**src/rtl/epc_consts.svh**
```systemverilog
/*
 Timing counts and pin-level constants for the memory programming host.
 Assumes a 25 MHz system clock; included by bare name.
*/
`ifndef EPC_CONSTS_SVH
`define EPC_CONSTS_SVH
`define EPC_CLK_NS     40
`define EPC_LEAD_US    2
`define EPC_LEAD_CYC   ((`EPC_LEAD_US * 1000 + `EPC_CLK_NS - 1) / `EPC_CLK_NS)
`define EPC_VERIFY_NS  55
`define EPC_VERIFY_CYC ((`EPC_VERIFY_NS + `EPC_CLK_NS - 1) / `EPC_CLK_NS + 1)
`define EPC_FLOAT_NS   55
`define EPC_FLOAT_CYC  ((`EPC_FLOAT_NS + `EPC_CLK_NS - 1) / `EPC_CLK_NS)
`define EPC_PULSE_US   3000
`define EPC_READ_NS    200
`define EPC_READ_CYC   ((`EPC_READ_NS + `EPC_CLK_NS - 1) / `EPC_CLK_NS + 1)
`define EPC_ADDR_W     17
`endif

```
**src/rtl/epc_pkg.sv**
```systemverilog
/*
 Types for the memory programming host.
 Assumes nothing beyond a SystemVerilog compiler.
*/
`default_nettype none
package epc_pkg;
    typedef enum logic [1:0] {
        EPC_OP_READ  = 2'h0,
        EPC_OP_PROG  = 2'h1,
        EPC_OP_IDENT = 2'h2
    } epc_op_type;
    typedef enum logic [6:0] {
        EPC_IDLE   = 7'h01,
        EPC_SETUP  = 7'h02,
        EPC_PULSE  = 7'h04,
        EPC_RECOV  = 7'h08,
        EPC_SAMPLE = 7'h10,
        EPC_FLOAT  = 7'h20,
        EPC_DONE   = 7'h40
    } epc_state_type;
endpackage : epc_pkg
`default_nettype wire

```
**src/rtl/epc_host.sv**
```systemverilog
/*
 Host controller that reads, programs and identifies a UV-erasable
 128K x 8 memory through its pins. Assumes external level shifters turn
 the supply and high-voltage enables into the programming voltages, and
 that all inputs are synchronous to clk.
*/
`timescale 1ns/1ps
`default_nettype none
`include "epc_consts.svh"

// What this block does
// - Identifier read: low address bits held low, line zero picks code.
// - Identifier read raises address line nine to high voltage.
// - Supply raised and select low 2 us before strobe falls.
// - Wait 2 us after strobe rises before gate goes low.
// - Gate may lag select by select minus gate access time.
// - Supply never switches while select and strobe are both low.
// - Strobe is high from reset, before the supply is raised.
module epc_host #(
    parameter int PULSE_CYC = `EPC_PULSE_US * 1000 / `EPC_CLK_NS
) (
    input  wire logic                   clk,
    input  wire logic                   nrst,
    input  wire logic                   reqValid,
    output logic                        reqReady,
    input  wire epc_pkg::epc_op_type    reqOp,
    input  wire logic [`EPC_ADDR_W-1:0] reqAddr,
    input  wire logic [7:0]             reqData,
    output logic                        rspValid,
    output logic [7:0]                  rspData,
    output logic                        rspMatch,
    output logic [`EPC_ADDR_W-1:0]      memAddr,
    output logic                        chipSelect_n,
    output logic                        outputGate_n,
    output logic                        program_strobe_n,
    output logic                        progSupplyOn,
    output logic                        address_line_nine_hv,
    input  wire logic [7:0]             memDataIn,
    output logic [7:0]                  memDataOut,
    output logic                        memDataOe_n
);
    // The counter is 20 bits wide and a zero count would wrap to its top.
    if (PULSE_CYC < 1 || PULSE_CYC >= (1 << 20)) begin : g_pulseRange
        $error("PULSE_CYC out of range");
    end

    epc_pkg::epc_state_type stateReg, stateNext;
    epc_pkg::epc_op_type    opReg, opNext;
    logic [19:0]            cntReg, cntNext;
    logic [`EPC_ADDR_W-1:0] addrReg, addrNext;
    logic [7:0] wdReg, wdNext, rdReg, rdNext;
    logic ceReg, ceNext, oeReg, oeNext, pgReg, pgNext;
    logic vppReg, vppNext, hvReg, hvNext, drvReg, drvNext;
    logic rvReg, rvNext, mtReg, mtNext;
    logic [19:0]            lowCntReg, lowCntNext;

    function automatic logic [19:0] cyc(input int n);
        cyc = 20'(n - 1);
    endfunction : cyc

    always_comb begin
        stateNext = stateReg;
        opNext = opReg;
        cntNext = (cntReg != 20'h0) ? cntReg - 20'h1 : 20'h0;
        addrNext = addrReg;
        wdNext = wdReg;
        rdNext = rdReg;
        ceNext = ceReg;
        oeNext = oeReg;
        pgNext = pgReg;
        vppNext = vppReg;
        hvNext = hvReg;
        drvNext = drvReg;
        rvNext = 1'b0;
        mtNext = mtReg;
        unique case (stateReg)
            epc_pkg::EPC_IDLE: begin
                if (reqValid) begin
                    opNext = reqOp;
                    wdNext = reqData;
                    ceNext = 1'b0;
                    if (reqOp == epc_pkg::EPC_OP_IDENT) begin
                        // Only line zero survives; the rest stay low. 
                        addrNext = {{(`EPC_ADDR_W-1){1'b0}},
                                    reqAddr[0]};
                        hvNext = 1'b1;
                    end else begin
                        addrNext = reqAddr;
                    end
                    if (reqOp == epc_pkg::EPC_OP_PROG) begin
                        vppNext = 1'b1;
                        drvNext = 1'b1;
                        cntNext = cyc(`EPC_LEAD_CYC);
                        stateNext = epc_pkg::EPC_SETUP;
                    end else begin
                        // Gate together with select keeps within the lag
                        // allowance, so access stays at select time.
                        oeNext = 1'b0;
                        cntNext = cyc(`EPC_READ_CYC);
                        stateNext = epc_pkg::EPC_SAMPLE;
                    end
                end
            end
            epc_pkg::EPC_SETUP: begin
                if (cntReg == 20'h0) begin
                    pgNext = 1'b0;
                    cntNext = cyc(PULSE_CYC);
                    stateNext = epc_pkg::EPC_PULSE;
                end
            end
            epc_pkg::EPC_PULSE: begin
                if (cntReg == 20'h0) begin
                    pgNext = 1'b1;
                    cntNext = cyc(`EPC_LEAD_CYC);
                    stateNext = epc_pkg::EPC_RECOV;
                end
            end
            epc_pkg::EPC_RECOV: begin
                drvNext = 1'b0;
                if (cntReg == 20'h0) begin
                    oeNext = 1'b0;
                    cntNext = cyc(`EPC_VERIFY_CYC);
                    stateNext = epc_pkg::EPC_SAMPLE;
                end
            end
            epc_pkg::EPC_SAMPLE: begin
                if (cntReg == 20'h0) begin
                    rdNext = memDataIn;
                    mtNext = (memDataIn == wdReg);
                    ceNext = 1'b1;
                    oeNext = 1'b1;
                    hvNext = 1'b0;
                    cntNext = cyc(`EPC_FLOAT_CYC);
                    stateNext = epc_pkg::EPC_FLOAT;
                end
            end
            epc_pkg::EPC_FLOAT: begin
                // Supply drops only once select is high again.
                if (cntReg == 20'h0) begin
                    vppNext = 1'b0;
                    stateNext = epc_pkg::EPC_DONE;
                end
            end
            epc_pkg::EPC_DONE: begin
                rvNext = 1'b1;
                stateNext = epc_pkg::EPC_IDLE;
            end
        endcase
    end

    always_ff @(posedge clk) begin
        if (!nrst) begin
            stateReg <= epc_pkg::EPC_IDLE;
            opReg <= epc_pkg::EPC_OP_READ;
            cntReg <= 20'h0;
            addrReg <= '0;
            wdReg <= 8'h00;
            rdReg <= 8'h00;
            ceReg <= 1'b1;
            oeReg <= 1'b1;
            pgReg <= 1'b1;
            vppReg <= 1'b0;
            hvReg <= 1'b0;
            drvReg <= 1'b0;
            rvReg <= 1'b0;
            mtReg <= 1'b0;
        end else begin
            stateReg <= stateNext;
            opReg <= opNext;
            cntReg <= cntNext;
            addrReg <= addrNext;
            wdReg <= wdNext;
            rdReg <= rdNext;
            ceReg <= ceNext;
            oeReg <= oeNext;
            pgReg <= pgNext;
            vppReg <= vppNext;
            hvReg <= hvNext;
            drvReg <= drvNext;
            rvReg <= rvNext;
            mtReg <= mtNext;
        end
    end

    assign reqReady = (stateReg == epc_pkg::EPC_IDLE);
    assign rspValid = rvReg;
    assign rspData = rdReg;
    assign rspMatch = mtReg;
    assign memAddr = addrReg;
    assign chipSelect_n = ceReg;
    assign outputGate_n = oeReg;
    assign program_strobe_n = pgReg;
    assign progSupplyOn = vppReg;
    assign address_line_nine_hv = hvReg;
    assign memDataOut = wdReg;
    // Host drives data only while the memory's gate is high.
    assign memDataOe_n = !(drvReg && oeReg);

    localparam int LEAD_C = `EPC_LEAD_CYC;

    // Counts strobe-low cycles so that the pulse width is checked exactly.
    always_comb begin
        lowCntNext = program_strobe_n ? 20'h0 : lowCntReg + 20'h1;
    end

    always_ff @(posedge clk) begin
        if (!nrst) begin
            lowCntReg <= 20'h0;
        end else begin
            lowCntReg <= lowCntNext;
        end
    end
endmodule : epc_host
`default_nettype wire

```
**config.mk**
```make
export PLATFORM = sky130hd
export DESIGN_NAME = epc_host
export DESIGN_NICKNAME = d
export VERILOG_FILES = /design/src/rtl/epc_pkg.sv /design/src/rtl/epc_host.sv
export VERILOG_INCLUDE_DIRS = /design/src /design/src/rtl
export SDC_FILE = /design/constraint.sdc
export NUM_CORES = 1
export LEC_CHECK = 0
export BUFFER_PORTS_ARGS = -buffer_cell sky130_fd_sc_hd__buf_2
export CAP_MARGIN = 0
export CORE_UTILIZATION = 47
export DETAILED_ROUTE_END_ITERATION = 6
export PLACE_DENSITY = 0.72
export RECOVER_POWER = 50
export SETUP_SLACK_MARGIN = 0.5
export SYNTH_ARGS = -nofsm -noshare
export SYNTH_HDL_FRONTEND = slang
export SYNTH_SLANG_ARGS = --single-unit
```
**constraint.sdc**
```tcl
create_clock -name clk -period 2.4 [get_ports clk]
set_clock_uncertainty 0.05 [all_clocks]
set_input_delay 0.48 -clock clk [delete_from_list [all_inputs] [get_ports clk]]
set_output_delay 0.48 -clock clk [all_outputs]
set_load 0.1 [all_outputs]
```
==> qor.yml, run 1 <==
timing:
  rsz0062_at_grt: "yes"
  fmax_ghz: 0.437
  finalCritPeriodShare_pct: 95.3
  hold-worst-slack_ps: 312
  tightest_slew_ps: 1220
  hold_viol: 0
  setup_violations: 0
  slew_headroom_pct: 19.3
  drv_slew: 0
  period_needed_ps: 2290
synthesis:
  synth_cell_types: 46
  synth.area.top_cells: "dfxtp_1, nor2_1, nand2_1"
  synth_nets: 392
  async_reset_ff_share_pct: 0
  syn-instance-count: 352
  yosysTopAreaCell: "dfxtp_1"
  yosysSeqAreaShare_pct: 45.3
  yosys_warnings: 0
  synth_area_sq_um: 3010
  synth.top_cell.area_share_pct: 45.3
  ys.flop_type: "dfxtp_1"
  synth_edf_count: 0
  synth_area_per_cell_sq_um: 8.54
  ys_seq_elements: 68
routing:
  via_per_inst: 5.72
  finalWirelength_microns: 9410
  postRouteAntennaNets: 0
  vias: 3116
  post_drt_wl_per_cell_microns: 17.3
  route.detailed.drc: 0
  drtIter0Drc: 185
  firstDrtPassIters: 5
clock_tree:
  path_clk_slew_ps: 80
  cts.sink_count: 68
  htree_levels: 3
  worstSkewPairLatency_ps: 350
  cts_root_buf: "clkbuf_8"
  cts_tree: "built"
  cts_buffers: 9
  hold_buffers: 0
  cts.path.max_buffers: 2
worst_setup_path:
  crit_arrival_ps: 2460
  critical_path_class: "reg -> reg"
  cp_data_required_time_ps: 2570
  path_max_fanout: 7
  crit_path_end_kind: "flip-flop"
  start_kind: "flip-flop"
layout:
  multi_input_area_sq_um: 1880
  final_cell_mix: "dfxtp_1, nor2_1, buf_2"
  final_common_cell: "dfxtp_1"
  diodes: 0
  layout-drive-gt1-share_pct: 38.1
  layout.nets: 505
  n_fill_cell: 437
  regArea_sq_um: 1380
  areaGrowthSynthToFinish_pct: 46.6
pwr:
  leakagePower_nw: 1.76
  ir_drop_mv: 1.12
  cellPowerDensity_nw_per_um2: 1210
  power_mw: 5.33
floorplan:
  die_w_microns: 82.0
  rows: 28
  die_h_microns: 82.0
  core_sq_um: 6060
  ios: 80
  start_util_pct: 49.6
  die-area_sq_um: 6720
grt:
  track_usage_pct: 27.2
  grt_max_degree: 23
  grt.overflow.total: 0
  grt_pass1_vias: 2843
  grt_first_pass_wirelength_microns: 13400
  antenna_found_initial: 0
place:
  gp_congestion: 0.962
  portBuffers: 79
  hpwl_microns: 5460
hold_path:
  min_path_type: "in -> reg"
run:
  cap_violations: 0
outcome:
  outcome: "complete, no violations"
==> critical path: stages (launching register included) <==
cell,delay [ps]
dfxtp_2,330
or4_4,540
or4_4,510
or2_4,300
o211ai_1,190
buf_4,190
a31oi_1,50
==> cell type report <==
| cell class | instances | area share (%) |
|---|---|---|
| well taps | 75 | 2.13 |
| clock buffers | 11 | 3.69 |
| flip-flops and latches | 68 | 31.3 |
| clock inverters | 5 | 1.31 |
| repair buffers | 118 | 18.3 |
| multi-input cells | 262 | 42.8 |
| inverters | 6 | 0.511 |
==> synthesized netlist by cell type, types with 2 or more instances <==
master    number
a211o_1        3
a21oi_1       22
a22oi_1       17
a31oi_1        2
clkbuf_1      15
dfxtp_1       68
ha_1           2
inv_1          5
mux2i_1        9
nand2_1       38
nand2b_1       3
nand3_1        7
nand4_1        4
nor2_1        48
nor2b_1        4
nor3_1        12
nor4_1        10
o211ai_1       2
o21ai_0       18
o311ai_0       2
or2_2          2
or3_1          4
or4_1          3
or4_4          2
xnor2_1       15
xor2_1        15
==> cell families (layout without fill, tap and decap cells) <==
| group | Yosys count | in the layout | synth area share (%) |
|---|---|---|---|
| and+or+nand+nor | 144 | 146 | 22.9 |
| AOI/OAI and AO/OA | 75 | 75 | 15.9 |
| DFF | 68 | 68 | 45.3 |
| xor gates and xnor gates | 30 | 30 | 8.74 |
| buffers and inverters | 24 | 140 | 3.41 |
| muxes | 9 | 9 | 3.00 |
| adders and majority gates | 2 | 2 | 0.833 |
==> flip-flops by register name, summed over array words and instances (netlist names), 7 cells and up <==
signal	count
memDataOut	8
cntReg	20
memAddr	17
rspData	8
stateReg	7
==> through the flow <==
stage / worst slack, ps / utilization (%) / cell area (sq um) / std cells / setup TNS [ps]
finish: 112 / 72.7 / 4410 / 545 / 0
global route: 59.9 / 72.7 / 4410 / 545 / 0
CTS: 175 / 70.0 / 4250 / 539 / 0
detailed placement: 99.8 / 61.1 / 3700 / 504 / 0
global placement: 134 / 61.1 / 3700 / 504 / 0
floorplan: -44.5 / - / 3190 / 352 / -44.5
==> where the power goes <==
group	total (mW)	internal, mW	switching (mW)
clock network	1.04	0.572	0.466
logic	2.77	1.11	1.66
registers	1.53	1.34	0.192
total	5.33	3.02	2.31
==> layer usage <==
layer | track usage, % | vias to the layer above | wire [microns]
met5 | 0 | - | 0
met4 | 8.60 | 0 | 197
met3 | 9.22 | 21 | 527
met2 | 46.8 | 114 | 4780
met1 | 31.5 | 1495 | 3910
li1 | - | 1486 | -
==> final timing paths <==
check	depth (start not counted)	to	startpoint	slack [ps]
setup / recovery	6	cntReg[7]	cntReg[13]	110
hold / removal	3	memAddr[13]	reqAddr[13]	310
setup reg to reg	6	cntReg[7]	cntReg[13]	110
hold reg to reg	2	memAddr[0]	memAddr[0]	440
==> repair_timing <==
| item | 4_1_cts | 5_1_grt |
|---|---|---|
| gates resized for setup | 35 | 41 |
| pin swaps | 15 | 29 |
| buffers inserted | 15 | 5 |
| cloned | 4 | 1 |
| endpoints found under the setup margin | 57 | 66 |
No activity file was read; power rests on OpenSTA's default activity.
==> inputs of run 2 (changes only) <==
--- a/config.mk
+++ b/config.mk
@@ -6,11 +6,11 @@
 export SDC_FILE = /design/constraint.sdc
 export NUM_CORES = 1
 export LEC_CHECK = 0
-export BUFFER_PORTS_ARGS = -buffer_cell sky130_fd_sc_hd__buf_2
 export CAP_MARGIN = 0
-export CORE_UTILIZATION = 47
+export CORE_UTILIZATION = 48
 export DETAILED_ROUTE_END_ITERATION = 6
-export PLACE_DENSITY = 0.72
+export DONT_BUFFER_PORTS = 1
+export PLACE_DENSITY = 0.62
 export RECOVER_POWER = 50
 export SETUP_SLACK_MARGIN = 0.5
 export SYNTH_ARGS = -nofsm -noshare
==> run 2 against run 1 <==
Die area fell by 2.0%. Sequential cell count unchanged. Worst setup slack got worse by 22 ps.
==> qor.yml, run 2 (same netlist as run 1, synthesis figures left out) <==
timing:
  fmax_ghz: 0.433
  period_needed_ps: 2310
  drv_slew: 0
  tightest_slew_ps: 1200
  slew_headroom_pct: 19.9
  rsz0062_at_grt: "yes"
  finalCritPeriodShare_pct: 96.2
  setup_violations: 0
  hold_viol: 0
routing:
  firstDrtPassIters: 6
  finalWirelength_microns: 8370
  postRouteAntennaNets: 0
  route.detailed.drc: 0
  drtIter0Drc: 86
  post_drt_wl_per_cell_microns: 16.6
  via_per_inst: 5.69
  vias: 2862
worst_setup_path:
  critical_path_class: "reg -> reg"
  path_cells: "or4_4, or4_4, or2_4, buf_6, buf_8, o21ai_1, a21oi_1"
  cp_common_cell: "or4_4"
  r2r_start: "cntReg[13]"
  crit_arrival_ps: 2500
  crit_path_end_kind: "flip-flop"
  cp_data_required_time_ps: 2590
  path_max_fanout: 6
  critPathTopFamily: "simple AND/OR/NAND/NOR gates"
  worst_path_max_delay_cell: "or4_4"
  start_kind: "flip-flop"
  worstSetupStartpoint: "cntReg[13]"
  path_buf_inv: 2
  slowest_delay_ps: 530
place:
  place_inst: 467
  gp_congestion: 0.895
  hpwl_microns: 5480
  portBuffers: 0
run:
  cap_violations: 0
pwr:
  leakagePower_nw: 1.62
  cellPowerDensity_nw_per_um2: 1280
  power_mw: 5.25
  ir_drop_mv: 0.863
grt:
  grt_max_degree: 24
  antenna_found_initial: 0
  track_usage_pct: 25.4
  grt_first_pass_wirelength_microns: 12700
  grt_pass1_vias: 2709
  grt.overflow.total: 0
floorplan:
  die_h_microns: 81.1
  ios: 80
  die-area_sq_um: 6580
  start_util_pct: 50.2
  rows: 28
  core_sq_um: 5990
  die_w_microns: 81.1
layout:
  diodes: 0
  areaGrowthSynthToFinish_pct: 36.8
  largest_reg_flops: 20
  final_cell_mix: "dfxtp_1, nor2_1, clkbuf_2"
  layoutNonFillerInstCount: 503
  n_fill_cell: 498
  layout.nets: 464
  top_register: "cntReg"
  final_common_cell: "dfxtp_1"
  layout-drive-gt1-share_pct: 35.3
clock_tree:
  cts.path.max_buffers: 2
  cts_buffers: 9
  cts.sink_count: 68
  path_clk_slew_ps: 80
  cts_tree: "built"
  htree_levels: 3
  cts_root_buf: "clkbuf_8"
  worstSkewPairLatency_ps: 350
hold_path:
  hold_start: "nrst"
  min_path_type: "in -> reg"
outcome:
  outcome: "complete, no violations"
[run 2: area by class of cell]
| class | instances | area (sq um) | share of cell area (%) |
|---|---|---|---|
| Clock buffer | 9 | 124 | 3.01 |
| Sequential cell | 68 | 1370 | 33.4 |
| Multi-Input combinational cell | 261 | 1820 | 44.2 |
| Tap cell | 75 | 93.8 | 2.28 |
| Clock inverter | 6 | 65.1 | 1.58 |
| Inverter | 6 | 22.5 | 0.548 |
| Timing Repair Buffer | 78 | 617 | 15.0 |
[run 2: worst register-to-register path, cell delays in order, from the launching register on]
cell and delay [ps]:
dfxtp_2 320, or4_4 530, or4_4 490, or2_4 320, buf_6 140, buf_8 130
o21ai_1 140, a21oi_1 80
[run 2: repair_timing]
action                     4_1_cts  5_1_grt
pin swaps                       15       25
cloned                           4        0
setup buffers                   15        2
hold buffers                     0        0
setup endpoints to repair       66       64
resized for setup               39       39
[run 2: through the flow]
stage / utilization, % / area [sq um] / hold slack, ps / worst slack (ps) / TNS, ps
finish: 68.7 / 4110 / 155 / 90.2 / 0
CTS: 69.2 / 4150 / 143 / 134 / 0
global placement: 60.0 / 3600 / 396 / 111 / 0
detailed placement: 60.0 / 3600 / 420 / 82.1 / 0
floorplan: - / 3190 / 408 / -44.5 / -44.5
global route: 68.7 / 4110 / 148 / 6.14 / 0
[run 2: path summary, 6_finish.rpt]
| path | endpoint | slack, ps | depth (start not counted) |
|---|---|---|---|
| hold / removal | stateReg[0] | 160 | 1 |
| hold reg to reg | cntReg[7] | 430 | 2 |
| setup reg to reg | rspMatch | 90 | 7 |
| setup / recovery | rspMatch | 90 | 7 |
[run 2: layer usage]
metal,GRT usage (%),share of wire [%],vias to the layer above
li1,-,-,1393
met1,30.5,41,1352
met2,44.0,52,107
met3,7.19,6.0,10
met4,7.32,0.97,0
met5,0,0,-
[run 2: report_power, final]
part / internal [mW] / switching (mW) / total [mW]
registers: 1.34 / 0.161 / 1.50
logic: 1.19 / 1.63 / 2.83
clock network: 0.474 / 0.452 / 0.926
total: 3.00 / 2.25 / 5.25
==> inputs of run 3 (changes only) <==
--- a/config.mk
+++ b/config.mk
@@ -10,7 +10,7 @@
 export CORE_UTILIZATION = 48
 export DETAILED_ROUTE_END_ITERATION = 6
 export DONT_BUFFER_PORTS = 1
-export PLACE_DENSITY = 0.62
+export PLACE_DENSITY = 0.6
 export RECOVER_POWER = 50
 export SETUP_SLACK_MARGIN = 0.5
 export SYNTH_ARGS = -nofsm -noshare
==> constraint.sdc (replaced) <==
create_clock -name clk -period 2.7 [get_ports clk]
set_clock_uncertainty 0.05 [all_clocks]
set_input_delay 0.54 -clock clk [delete_from_list [all_inputs] [get_ports clk]]
set_output_delay 0.54 -clock clk [all_outputs]
set_load 0.1 [all_outputs]
==> run 3 against run 2 <==
Die area unchanged. Total power down 20%. Sequential cell count did not move. Largest power group unchanged. First-iteration DRC count increased by 56%. Highest routed layer unchanged. Routed wire length down 16%.
==> qor.yml, run 3 (same netlist as run 1, synthesis figures left out) <==
floorplan:
  rows: 28
  die-area_sq_um: 6580
  ios: 80
  start_util_pct: 50.2
  die_w_microns: 81.1
  die_h_microns: 81.1
  core_sq_um: 5990
pwr:
  ir_drop_mv: 0.655
  comb_power_share_pct: 46.3
  leakagePower_nw: 1.34
  switching_share_pct: 42.2
  switching_power_mw: 1.77
  clkPwrFrac_pct: 22.2
  pwr-share-seq_pct: 31.5
  intPower_mw: 2.42
  cellPowerDensity_nw_per_um2: 1150
layout:
  largest_reg_flops: 20
  finish.utilization_pct: 60.7
  top_register: "cntReg"
  diodes: 0
  areaGrowthSynthToFinish_pct: 20.9
  final_cell_mix: "dfxtp_1, nor2_1, clkbuf_1"
  final_common_cell: "dfxtp_1"
  finalInstanceArea_sq_um: 3630
  layout-drive-gt1-share_pct: 15.2
  layout.nets: 444
worst_setup_path:
  crit_arrival_ps: 2550
  start_kind: "flip-flop"
  cp_data_required_time_ps: 2880
  crit_path_end_kind: "flip-flop"
  path_max_fanout: 26
  critical_path_class: "reg -> reg"
place:
  gp_congestion: 0.842
  portBuffers: 0
  hpwl_microns: 4920
  place_area_sq_um: 3460
clock_tree:
  path_clk_slew_ps: 80
  worstSkewPairLatency_ps: 350
  htree_levels: 3
  hold_buffers: 0
  cts_buffers: 9
  cts_root_buf: "clkbuf_8"
  cts_tree: "built"
  cts.sink_count: 68
  cts.path.max_buffers: 2
grt:
  track_usage_pct: 23.1
  antenna_found_initial: 0
  grt_max_degree: 27
  grt_pass1_vias: 2455
  grt_first_pass_wirelength_microns: 11400
  grt.overflow.total: 0
routing:
  drtIter0Drc: 134
  top_layer_used: "met4"
  met3WireLength_microns: 475
  via_per_inst: 5.50
  post_drt_wl_per_cell_microns: 14.5
  postRouteAntennaNets: 0
  firstDrtPassIters: 4
  route.detailed.drc: 0
  dr_wl_met2_microns: 3080
  drt-met1-wl_microns: 3410
  vias: 2664
  finalWirelength_microns: 7040
timing:
  period_needed_ps: 2360
  drv_slew: 0
  fmax_ghz: 0.423
  setup_violations: 0
  tightest_slew_ps: 1320
  slew_headroom_pct: 12.0
  hold_viol: 0
  fin_tns_setup_ps: 0
  finalCritPeriodShare_pct: 87.5
  rsz0062_at_grt: "yes"
run:
  cap_violations: 0
hold_path:
  min_path_type: "in -> reg"
outcome:
  outcome: "complete, no violations"
==> run 3: path summary, 6_finish.rpt <==
check | start | to | slack [ps] | cells past startpoint
hold / removal | nrst | stateReg[0] | 200 | 1
hold reg to reg | memAddr[0] | memAddr[0] | 410 | 2
setup / recovery | stateReg[5] | memAddr[11] | 340 | 5
setup reg to reg | stateReg[5] | memAddr[11] | 340 | 5
==> run 3: layout make-up <==
| cell class | instances | area, sq um |
|---|---|---|
| Tap cell | 75 | 93.8 |
| Inverter | 6 | 22.5 |
| Clock buffer | 10 | 128 |
| Fill cell | 568 | 2360 |
| Clock inverter | 6 | 88.8 |
| Multi-Input combinational cell | 261 | 1650 |
| Timing Repair Buffer | 58 | 287 |
| Sequential cell | 68 | 1370 |
==> run 3: per-stage QoR <==
step	hold WS, ps	total power, mW	worst slack, ps	cells
2_1_floorplan	408	2.82	255	352
3_3_place_gp	394	3.12	311	460
3_5_place_dp	401	3.13	259	460
4_1_cts	198	4.20	444	483
5_1_grt	197	4.45	198	484
6_report	200	4.19	337	484
==> run 3: power groups by stage <==
stage / Sequential (mW) / Combinational (mW) / Clock (mW)
floorplan: 1.63 / 1.19 / 0
global placement: 1.34 / 1.78 / 0
detailed placement: 1.35 / 1.78 / 0
CTS: 1.32 / 1.93 / 0.945
global route: 1.34 / 2.12 / 0.984
finish: 1.32 / 1.94 / 0.928
==> run 3: metal layers <==
metal  global-route usage, %  vias to the layer above
li1                        -                     1351
met1                    30.8                     1224
met2                    34.4                       79
met3                    6.74                       10
met4                    10.2                        0
met5                       0                        -
==> run 3: what timing repair did <==
action                     CTS  global route
gates resized for setup     12            13
setup endpoints to repair   50            29
buffers inserted             6             1
pin swaps                    4             2
cloned                       1             0
==> run 3: critical path, cell delays in order, from the launching register on <==
cell and delay (ps):
dfxtp_2 360, or3_1 470, or4_4 610, clkbuf_2 390, a22oi_1 290, nor2_1 70
